### config.mk
export PLATFORM = sky130hd
export DESIGN_NAME = twrm_master
export DESIGN_NICKNAME = d
export VERILOG_FILES = /design/src/hw/twrm_pkg.sv /design/src/hw/twrm_clkdiv.sv /design/src/hw/twrm_master.sv
export SDC_FILE = /design/constraint.sdc
export NUM_CORES = 1
export LEC_CHECK = 0
export ABC_CLOCK_PERIOD_IN_PS = 2400
export BUFFER_PORTS_ARGS = -buffer_cell sky130_fd_sc_hd__buf_2
export CAP_MARGIN = 20
export CELL_PAD_IN_SITES_DETAIL_PLACEMENT = 1
export CELL_PAD_IN_SITES_GLOBAL_PLACEMENT = 2
export CORE_ASPECT_RATIO = 1.1
export CORE_MARGIN = 3
export CORE_UTILIZATION = 35
export CTS_BUF_LIST = sky130_fd_sc_hd__clkbuf_4 sky130_fd_sc_hd__clkbuf_8
export DETAILED_ROUTE_END_ITERATION = 10
export GPL_TIMING_DRIVEN = 0
export PLACE_DENSITY_LB_ADDON = 0.1
export SLEW_MARGIN = 20
export SYNTH_ARGS = -nofsm -noshare
export SYNTH_HDL_FRONTEND = slang
export SYNTH_SLANG_ARGS = --single-unit
### constraint.sdc
create_clock -name sys_clk_i -period 2.4 [get_ports sys_clk_i]
set_clock_uncertainty 0.05 [all_clocks]
set_input_delay 0.12 -clock sys_clk_i [delete_from_list [all_inputs] [get_ports sys_clk_i]]
set_output_delay 0.12 -clock sys_clk_i [all_outputs]
set_load 0.02 [all_outputs]
### src/hw/twrm_pkg.sv
/*
 * Constants for the two-wire register master: addresses, framing, timing.
 * Assumes a 100 MHz system clock and a bus with pull-ups on both wires.
 */
package twrm_pkg;
   localparam logic [6:0]  TWRM_ADDR_LOW   = 7'h48;  // 0x90 >> 1
   localparam logic [6:0]  TWRM_ADDR_HIGH  = 7'h5D;  // 0xBA >> 1
   localparam logic        TWRM_DIR_WRITE  = 1'b0;
   localparam logic        TWRM_DIR_READ   = 1'b1;
   localparam int          TWRM_BYTE_BITS  = 8;
   localparam int          TWRM_CLK_MHZ    = 100;
   localparam int          TWRM_SCL_NS     = 80;
   localparam int          TWRM_HALF_CYC   = (TWRM_SCL_NS * TWRM_CLK_MHZ)
                                             / 2000;
   localparam int          TWRM_QTR_CYC    = TWRM_HALF_CYC / 2;
   localparam logic [7:0]  TWRM_LEN_RESET  = 8'h02;
endpackage : twrm_pkg

### src/hw/twrm_clkdiv.sv
/*
 * Phase generator for the serial clock: quarter-period ticks.
 * Assumes a free-running system clock and a synchronous reset.
 */
`timescale 1ns/1ps
module twrm_clkdiv
   import twrm_pkg::*;
#(
   parameter int QTR = TWRM_QTR_CYC
) (
   input  wire logic sys_clk_i,
   input  wire logic sys_rst_i,
   input  wire logic run_i,
   output logic      tick_o
);
   initial begin
      if (QTR < 1) $error("twrm_clkdiv: QTR must be at least 1");
   end

   logic [15:0] cnt_reg;
   logic [15:0] cnt_next;

   always_comb begin
      cnt_next = cnt_reg + 16'h0001;
      if (!run_i || cnt_reg == 16'(QTR - 1)) begin
         cnt_next = 16'h0000;
      end
   end

   always_ff @(posedge sys_clk_i) begin
      if (sys_rst_i) begin
         cnt_reg <= 16'h0000;
      end else begin
         cnt_reg <= cnt_next;
      end
   end

   assign tick_o = run_i && (cnt_reg == 16'(QTR - 1));
endmodule : twrm_clkdiv

### src/hw/twrm_master.sv
/*
 * Two-wire bus master that writes and reads 16-bit registers of the
 * register slave. Drives the serial clock by division of sys_clk_i.
 * Assumes open-drain wires resolved outside, with pull-ups.
 */
`timescale 1ns/1ps
module twrm_master
   import twrm_pkg::*;
#(
   parameter int MAX_LEN = 255
) (
   input  wire logic        sys_clk_i,
   input  wire logic        sys_rst_i,
   input  wire logic        address_select_pin_i,
   input  wire logic        req_valid_i,
   output logic             req_ready_o,
   input  wire logic        req_read_i,
   input  wire logic        req_use_addr_i,
   input  wire logic [15:0] req_addr_i,
   input  wire logic [7:0]  req_len_i,
   input  wire logic        wr_valid_i,
   output logic             wr_ready_o,
   input  wire logic [7:0]  wr_data_i,
   output logic             rd_valid_o,
   output logic [7:0]       rd_data_o,
   output logic             done_o,
   output logic             nack_o,
   output logic             serial_clk_o,
   output logic             serial_clk_oe_o,
   input  wire logic        serial_data_io_i,
   output logic             serial_data_io_o,
   output logic             serial_data_io_oe_o
);
   initial begin
      if (MAX_LEN < 1 || MAX_LEN > 255) $error("twrm_master: bad MAX_LEN");
   end

   typedef enum {
      TWRM_IDLE, TWRM_START, TWRM_BIT, TWRM_ACK, TWRM_RSTART, TWRM_STOP
   } twrm_state_t;
   typedef enum {
      TWRM_PH_ADDR, TWRM_PH_RA_HI, TWRM_PH_RA_LO, TWRM_PH_WDATA,
      TWRM_PH_RADDR, TWRM_PH_RDATA
   } twrm_phase_t;

   twrm_state_t st_reg, st_next;
   twrm_phase_t ph_reg, ph_next;
   logic [1:0]  q_reg, q_next;
   logic [2:0]  bit_reg, bit_next;
   logic [7:0]  sh_reg, sh_next;
   logic [7:0]  left_reg, left_next;
   logic        rd_reg, rd_next;
   logic        use_reg, use_next;
   logic [15:0] ra_reg, ra_next;
   logic        scl_reg, scl_next;
   logic        sda_low_reg, sda_low_next;
   logic        rv_reg, rv_next;
   logic [7:0]  rdat_reg, rdat_next;
   logic        done_reg, done_next;
   logic        nack_reg, nack_next;
   logic        sel_reg;
   logic [1:0]  sda_sync_reg;
   logic        tick;

   // Address select is a pin: synchronised, second stage sampled
   logic [1:0]  sel_sync_reg;
   always_ff @(posedge sys_clk_i) begin
      if (sys_rst_i) begin
         sda_sync_reg <= 2'b11;
         sel_sync_reg <= 2'b00;
         sel_reg      <= 1'b0;
      end else begin
         sda_sync_reg <= {sda_sync_reg[0], serial_data_io_i};
         sel_sync_reg <= {sel_sync_reg[0], address_select_pin_i};
         sel_reg      <= sel_sync_reg[1];
      end
   end

   twrm_clkdiv #(.QTR(TWRM_QTR_CYC)) u_div (
      .sys_clk_i (sys_clk_i),
      .sys_rst_i (sys_rst_i),
      .run_i     (st_reg != TWRM_IDLE),
      .tick_o    (tick)
   );

   function automatic logic [7:0] addr_byte(input logic sel,
                                            input logic dir);
      addr_byte = {(sel ? TWRM_ADDR_HIGH : TWRM_ADDR_LOW), dir};
   endfunction : addr_byte

   wire sda_in = sda_sync_reg[1];
   wire last_q = tick && q_reg == 2'd3;

   always_comb begin
      st_next      = st_reg;
      ph_next      = ph_reg;
      q_next       = q_reg;
      bit_next     = bit_reg;
      sh_next      = sh_reg;
      left_next    = left_reg;
      rd_next      = rd_reg;
      use_next     = use_reg;
      ra_next      = ra_reg;
      scl_next     = scl_reg;
      sda_low_next = sda_low_reg;
      rv_next      = 1'b0;
      rdat_next    = rdat_reg;
      done_next    = 1'b0;
      nack_next    = 1'b0;
      if (tick) begin
         q_next = q_reg + 2'd1;
      end
      case (st_reg)
         TWRM_IDLE: begin
            scl_next     = 1'b1;
            sda_low_next = 1'b0;
            q_next       = 2'd0;
            if (req_valid_i) begin
               rd_next   = req_read_i;
               use_next  = req_use_addr_i;
               ra_next   = req_addr_i;
               left_next = (req_len_i == 8'h00) ? TWRM_LEN_RESET : req_len_i;
               st_next   = TWRM_START;
            end
         end
         TWRM_START: begin
            if (tick && q_reg == 2'd1) begin
               sda_low_next = 1'b1;
            end
            if (tick && q_reg == 2'd2) begin
               scl_next = 1'b0;
            end
            if (last_q) begin
               bit_next = 3'd7;
               // read without address skips write phase
               if (rd_reg && !use_reg) begin
                  ph_next = TWRM_PH_RADDR;
                  sh_next = addr_byte(sel_reg, TWRM_DIR_READ);
               end else begin
                  ph_next = TWRM_PH_ADDR;
                  sh_next = addr_byte(sel_reg, TWRM_DIR_WRITE);
               end
               st_next = TWRM_BIT;
            end
         end
         TWRM_BIT: begin
            if (tick && q_reg == 2'd0) begin
               sda_low_next = (ph_reg == TWRM_PH_RDATA) ? 1'b0 : !sh_reg[7];
            end
            if (tick && q_reg == 2'd1) begin
               scl_next = 1'b1;
            end
            if (tick && q_reg == 2'd2) begin
               sh_next = {sh_reg[6:0], sda_in};
            end
            if (last_q) begin
               scl_next = 1'b0;
               bit_next = bit_reg - 3'd1;
               if (bit_reg == 3'd0) begin
                  st_next = TWRM_ACK;
               end
            end
         end
         TWRM_ACK: begin
            if (tick && q_reg == 2'd0) begin
               // master acks until the last byte
               sda_low_next = (ph_reg == TWRM_PH_RDATA) &&
                              (left_reg != 8'h01);
            end
            if (tick && q_reg == 2'd1) begin
               scl_next = 1'b1;
               if (ph_reg == TWRM_PH_RDATA) begin
                  rv_next   = 1'b1;
                  rdat_next = sh_reg;
               end
            end
            if (last_q) begin
               scl_next = 1'b0;
               bit_next = 3'd7;
               if (ph_reg != TWRM_PH_RDATA && sda_in) begin
                  nack_next = 1'b1;
                  st_next   = TWRM_STOP;
               end else begin
                  // Next byte slot unless the phase ends the frame or needs a restart
                  st_next = TWRM_BIT;
                  case (ph_reg)
                     TWRM_PH_ADDR: begin
                        ph_next = TWRM_PH_RA_HI;
                        sh_next = ra_reg[15:8];
                     end
                     TWRM_PH_RA_HI: begin
                        ph_next = TWRM_PH_RA_LO;
                        sh_next = ra_reg[7:0];
                     end
                     TWRM_PH_RA_LO: begin
                        if (rd_reg) begin
                           st_next = TWRM_RSTART;
                        end else begin
                           ph_next = TWRM_PH_WDATA;
                           sh_next = wr_data_i;
                        end
                     end
                     TWRM_PH_WDATA: begin
                        left_next = left_reg - 8'h01;
                        sh_next   = wr_data_i;
                        if (left_reg == 8'h01) begin
                           st_next = TWRM_STOP;
                        end
                     end
                     TWRM_PH_RADDR: begin
                        ph_next = TWRM_PH_RDATA;
                     end
                     default: begin
                        left_next = left_reg - 8'h01;
                        if (left_reg == 8'h01) begin
                           st_next = TWRM_STOP;
                        end
                     end
                  endcase
               end
            end
         end
         TWRM_RSTART: begin
            if (tick && q_reg == 2'd0) begin
               sda_low_next = 1'b0;
            end
            if (tick && q_reg == 2'd1) begin
               scl_next = 1'b1;
            end
            if (tick && q_reg == 2'd2) begin
               sda_low_next = 1'b1;
            end
            if (last_q) begin
               scl_next = 1'b0;
               ph_next  = TWRM_PH_RADDR;
               sh_next  = addr_byte(sel_reg, TWRM_DIR_READ);
               bit_next = 3'd7;
               st_next  = TWRM_BIT;
            end
         end
         TWRM_STOP: begin
            if (tick && q_reg == 2'd0) begin
               sda_low_next = 1'b1;
            end
            if (tick && q_reg == 2'd1) begin
               scl_next = 1'b1;
            end
            if (tick && q_reg == 2'd2) begin
               sda_low_next = 1'b0;
            end
            if (last_q) begin
               done_next = 1'b1;
               st_next   = TWRM_IDLE;
            end
         end
         default: begin
            st_next = TWRM_IDLE;
         end
      endcase
   end

   always_ff @(posedge sys_clk_i) begin
      if (sys_rst_i) begin
         st_reg      <= TWRM_IDLE;
         ph_reg      <= TWRM_PH_ADDR;
         q_reg       <= 2'd0;
         bit_reg     <= 3'd7;
         sh_reg      <= 8'h00;
         left_reg    <= 8'h00;
         rd_reg      <= 1'b0;
         use_reg     <= 1'b0;
         ra_reg      <= 16'h0000;
         scl_reg     <= 1'b1;
         sda_low_reg <= 1'b0;
         rv_reg      <= 1'b0;
         rdat_reg    <= 8'h00;
         done_reg    <= 1'b0;
         nack_reg    <= 1'b0;
      end else begin
         st_reg      <= st_next;
         ph_reg      <= ph_next;
         q_reg       <= q_next;
         bit_reg     <= bit_next;
         sh_reg      <= sh_next;
         left_reg    <= left_next;
         rd_reg      <= rd_next;
         use_reg     <= use_next;
         ra_reg      <= ra_next;
         scl_reg     <= scl_next;
         sda_low_reg <= sda_low_next;
         rv_reg      <= rv_next;
         rdat_reg    <= rdat_next;
         done_reg    <= done_next;
         nack_reg    <= nack_next;
      end
   end

   // Write data is taken when the byte loads, on the ack's last quarter
   assign req_ready_o = (st_reg == TWRM_IDLE);
   assign wr_ready_o  = (st_reg == TWRM_ACK) && last_q && !sda_in &&
                        (ph_reg == TWRM_PH_RA_LO && !rd_reg ||
                         ph_reg == TWRM_PH_WDATA && left_reg != 8'h01);
   assign rd_valid_o  = rv_reg;
   assign rd_data_o   = rdat_reg;
   assign done_o      = done_reg;
   assign nack_o      = nack_reg;
   // Open drain: clock only pulled low, released high
   assign serial_clk_o        = 1'b0;
   assign serial_clk_oe_o     = !scl_reg;
   assign serial_data_io_o    = 1'b0;
   assign serial_data_io_oe_o = sda_low_reg;

   // start is data falling while clock high
   a_start_form: assert property (@(posedge sys_clk_i) disable iff (sys_rst_i)
      (st_reg == TWRM_START && $rose(sda_low_reg)) |-> scl_reg);
   // stop is data rising while clock high
   a_stop_form: assert property (@(posedge sys_clk_i) disable iff (sys_rst_i)
      (st_reg == TWRM_STOP && $fell(sda_low_reg)) |-> scl_reg);
   // data only changes while clock low within a bit slot
   a_data_stable: assert property (@(posedge sys_clk_i) disable iff (sys_rst_i)
      (st_reg == TWRM_BIT && scl_reg && $past(scl_reg))
      |-> $stable(sda_low_reg));
   // last read byte gets no acknowledge
   a_last_nack: assert property (@(posedge sys_clk_i) disable iff (sys_rst_i)
      (st_reg == TWRM_ACK && ph_reg == TWRM_PH_RDATA && left_reg == 8'h01
       && scl_reg) |-> !sda_low_reg);
   a_mid_ack: assert property (@(posedge sys_clk_i) disable iff (sys_rst_i)
      (st_reg == TWRM_ACK && ph_reg == TWRM_PH_RDATA && left_reg > 8'h01
       && scl_reg) |-> sda_low_reg);
   // master releases data in every ack slot except the read data ones
   a_ack_release: assert property (@(posedge sys_clk_i) disable iff (sys_rst_i)
      (st_reg == TWRM_ACK && ph_reg != TWRM_PH_RDATA && scl_reg)
      |-> !sda_low_reg);
   a_nack_stop: assert property (@(posedge sys_clk_i) disable iff (sys_rst_i)
      nack_reg |-> st_reg == TWRM_STOP);
   // done follows stop and returns to idle
   a_done_idle: assert property (@(posedge sys_clk_i) disable iff (sys_rst_i)
      done_reg |-> st_reg == TWRM_IDLE && !sda_low_reg && scl_reg);

   c_write: cover property (@(posedge sys_clk_i)
      ph_reg == TWRM_PH_WDATA && done_next);
   c_read: cover property (@(posedge sys_clk_i) rv_reg);
   c_nack: cover property (@(posedge sys_clk_i) nack_reg);
   c_rstart: cover property (@(posedge sys_clk_i) st_reg == TWRM_RSTART);
endmodule : twrm_master

==> out/summary.txt <==
Outcome: complete, no violations
Initial DRC count: 186
Root Buffer Master: clkbuf_8
Max-cap violations: 0
Register area share after synthesis: 0.384
Leakage: 2.05 nW
Worst Hold Launch: req_len_i[5]
Final period utilization: 0.961
EDFF count, synth: 0
Synth top area cells: dfxtp_1 (38%), nand2_1 (6.1%), a21oi_1 (5.5%)
Asr flop ratio synth: 0
Cell Pwr Density: 553 nW/µm²
WHS: 0.0153 ns
Setup violations, final: 0
CTS clk-pin slew, worst paths: 0.09 ns
Top delay family on crit path: simple AND/OR/NAND/NOR gates
Adder-cell share of the synthesized area: 0.0420
GRT Residual Overflow: 0
Max_slew headroom: 0.537
FF-to-FF path depth: 6
VDD IR-drop max: 0.000249 V
Fmax: 433 MHz
DRC viols: 0
Clock Tree Buf Depth: 2
Most common cell in the netlist: dfxtp_1
Yosys cell types: 67
Routed Antenna Nets: 0
Crit path kind: reg2out
DR vias/cell: 5.22
Compound-Gate Fraction of Synth Area: 0.178
Area grow syn2layout: 23.5%
Chip Width: 109 µm
Largest family of logic cells by synthesized area: simple AND/OR/NAND/NOR gates
Largest net degree at the start of global routing: 14
Vias in the first global route: 4025
CP Cell Sequence: buf_6 > inv_6 > nand2_2 > or4b_2 > a211oi_2 > buf_4
R2R Setup Slk: 0.10 ns
Final hold viol count: 0
Crit path capture type: primary output
Crit path time final: 2.31 ns
Fin nets: 642
Crit-path slowest cell: or4b_2
IO buf count: 52
WL per Instance: 17.1 µm
Clock latency on the worst-skew pair: 0.36 ns
CORE AREA: 11200 µm²
Post-Synth XOR/XNOR Area: 0.0426
CP Buf/Inv Count: 3
Total global-route track usage: 0.202
Via count: 3870
Fin util: 0.453
Reg-to-reg endpoint: st_reg[0]
Yosys warnings: 0
H-tree levels: 3
Hold Path Stages: 3
Share of post-route cells with drive strength above 1: 0.197
I/O Pins: 57
Starting Density: 0.367
Final RePlAce weighted congestion: 0.830
Largest incremental delay on the critical path: 0.66 ns
First-pass GRT wire length: 20700 µm
Main synth FF type: dfxtp_1
DP HPWL: 9320 µm
Synth top area share: 0.384
CTS Buf Count: 9
Cells after synthesis: 500
Arrival time worst endpoint: 2.14 ns
Synth Area in Simple Gates: 0.262
Seq cells post-synth: 79
N_diodes: 0
CTS tree: yes
Req. time, crit path: 2.23 ns
Sink Count: 79
Commonest cells post-synth: dfxtp_1 (79), nand2_1 (67), nor2_1 (60)
DRT Wirelength: 12700 µm
Mapped cell area: 4110 µm²
FP Rows: 40
Die Height: 120 µm
Initial antenna violation count: 0
RR Startpoint: left_reg[2]
Die area: 13100 µm²
Worst min path class: in2reg
Startpoint Class: register
Synth area leader: dfxtp_1
Portion of netlist area occupied by mux cells: 0.0389
Mapped Avg Cell Area: 8.23 µm²
Max Transition Viols Final: 0
Drt pass-1 iters: 4
Worst Hold End: left_reg[5]
Least-Margin Pin Slew: 0.694 ns
CP max FO: 9
-- placed cells by master (no fill, tap or decap), types with 4 or more instances in the layout --
master	Yosys	final
dfxtp_1	79	75
nand2_1	67	66
nor2_1	60	60
buf_2	5	54
a21oi_1	45	45
dlygate4sd3_1	0	20
inv_1	17	17
mux2i_1	16	16
clkbuf_1	17	15
o21ai_0	14	14
nor3_1	13	13
nand3_1	15	12
ha_1	13	12
xor2_1	11	11
clkbuf_8	0	11
buf_4	3	9
xnor2_1	9	9
and3_1	7	7
nor2b_1	7	6
nand2b_1	5	5
o31ai_1	5	5
a211oi_1	6	5
buf_6	2	4
nand4_1	4	4
o211ai_1	4	4
a221oi_1	4	4
a311oi_1	4	4
dfxtp_2	0	4
-- routing by layer --
metal	global-route usage	wire (µm)	vias up
met2	0.334	6110	73
met5	0	0	-
met3	0.0398	447	7
met4	0.0398	114	0
met1	0.272	6020	1858
li1	-	-	1932
-- worst max path at each step --
| stage | from | endpoint | cells after the start |
|---|---|---|---|
| 2_1_floorplan | st_reg[2] | left_reg[5] | 8 |
| 3_3_place_gp | st_reg[1] | rd_data_o[3] | 7 |
| 3_5_place_dp | st_reg[1] | rd_data_o[6] | 7 |
| 4_1_cts | st_reg[2] | wr_ready_o | 6 |
| 5_1_grt | left_reg[2] | st_reg[0] | 6 |
| 6_report | st_reg[2] | wr_ready_o | 6 |
-- logic make-up (layout without fill, tap and decap cells) --
group	Yosys count	count (layout)
flops	79	79
mux	16	16
buf+inv	47	140
compound gates	111	111
simple gates	212	212
other cells	1	2
fa+ha+maj	14	14
xor+xnor	20	20
-- cell type report --
class / instances / area, µm²
fill: 1397 / 6130
multi-input combinational: 375 / 2370
sequential: 79 / 1590
timing repair buffer: 77 / 500
tap: 147 / 184
buffer: 29 / 156
clock buffer: 11 / 151
inverter: 18 / 72.6
clock inverter: 5 / 53.8
-- power breakdown --
group,total (W),leakage (nW),switching (W),internal (W)
Clock,0.00104,0.109,0.000505,0.000536
Sequential,0.00140,0.644,0.0000417,0.00135
Combinational,0.000371,1.30,0.000211,0.000160
Total,0.00281,2.05,0.000757,0.00205
-- repair_timing --
item                                    in CTS  in global routing
hold endpoints to repair                    20                  0
gates resized for setup                     13                 14
pin swaps                                    2                  2
endpoints found under the setup margin      20                 31
hold buffers                                20                  0
buffers inserted                             2                  3
-- per-stage QoR --
step / TNS [ns] / setup slack, ns / area [µm²] / power (W) / cells
finish: 0 / 0.0928 / 5080 / 0.00281 / 741
global route: -0.0654 / -0.0303 / 5080 / 0.00296 / 741
CTS: 0 / 0.00238 / 5020 / 0.00284 / 738
detailed placement: -1.90 / -0.180 / 4560 / 0.00176 / 700
global placement: -1.39 / -0.129 / 4560 / 0.00175 / 700
floorplan: 0 / 0.291 / 4120 / 0.00163 / 501
-- worst min-delay path, stage by stage --
cell      delay (ns)
buf_2           0.09
a211oi_1        0.06
nor3_1          0.11
(Power assumes the default switching activity.)
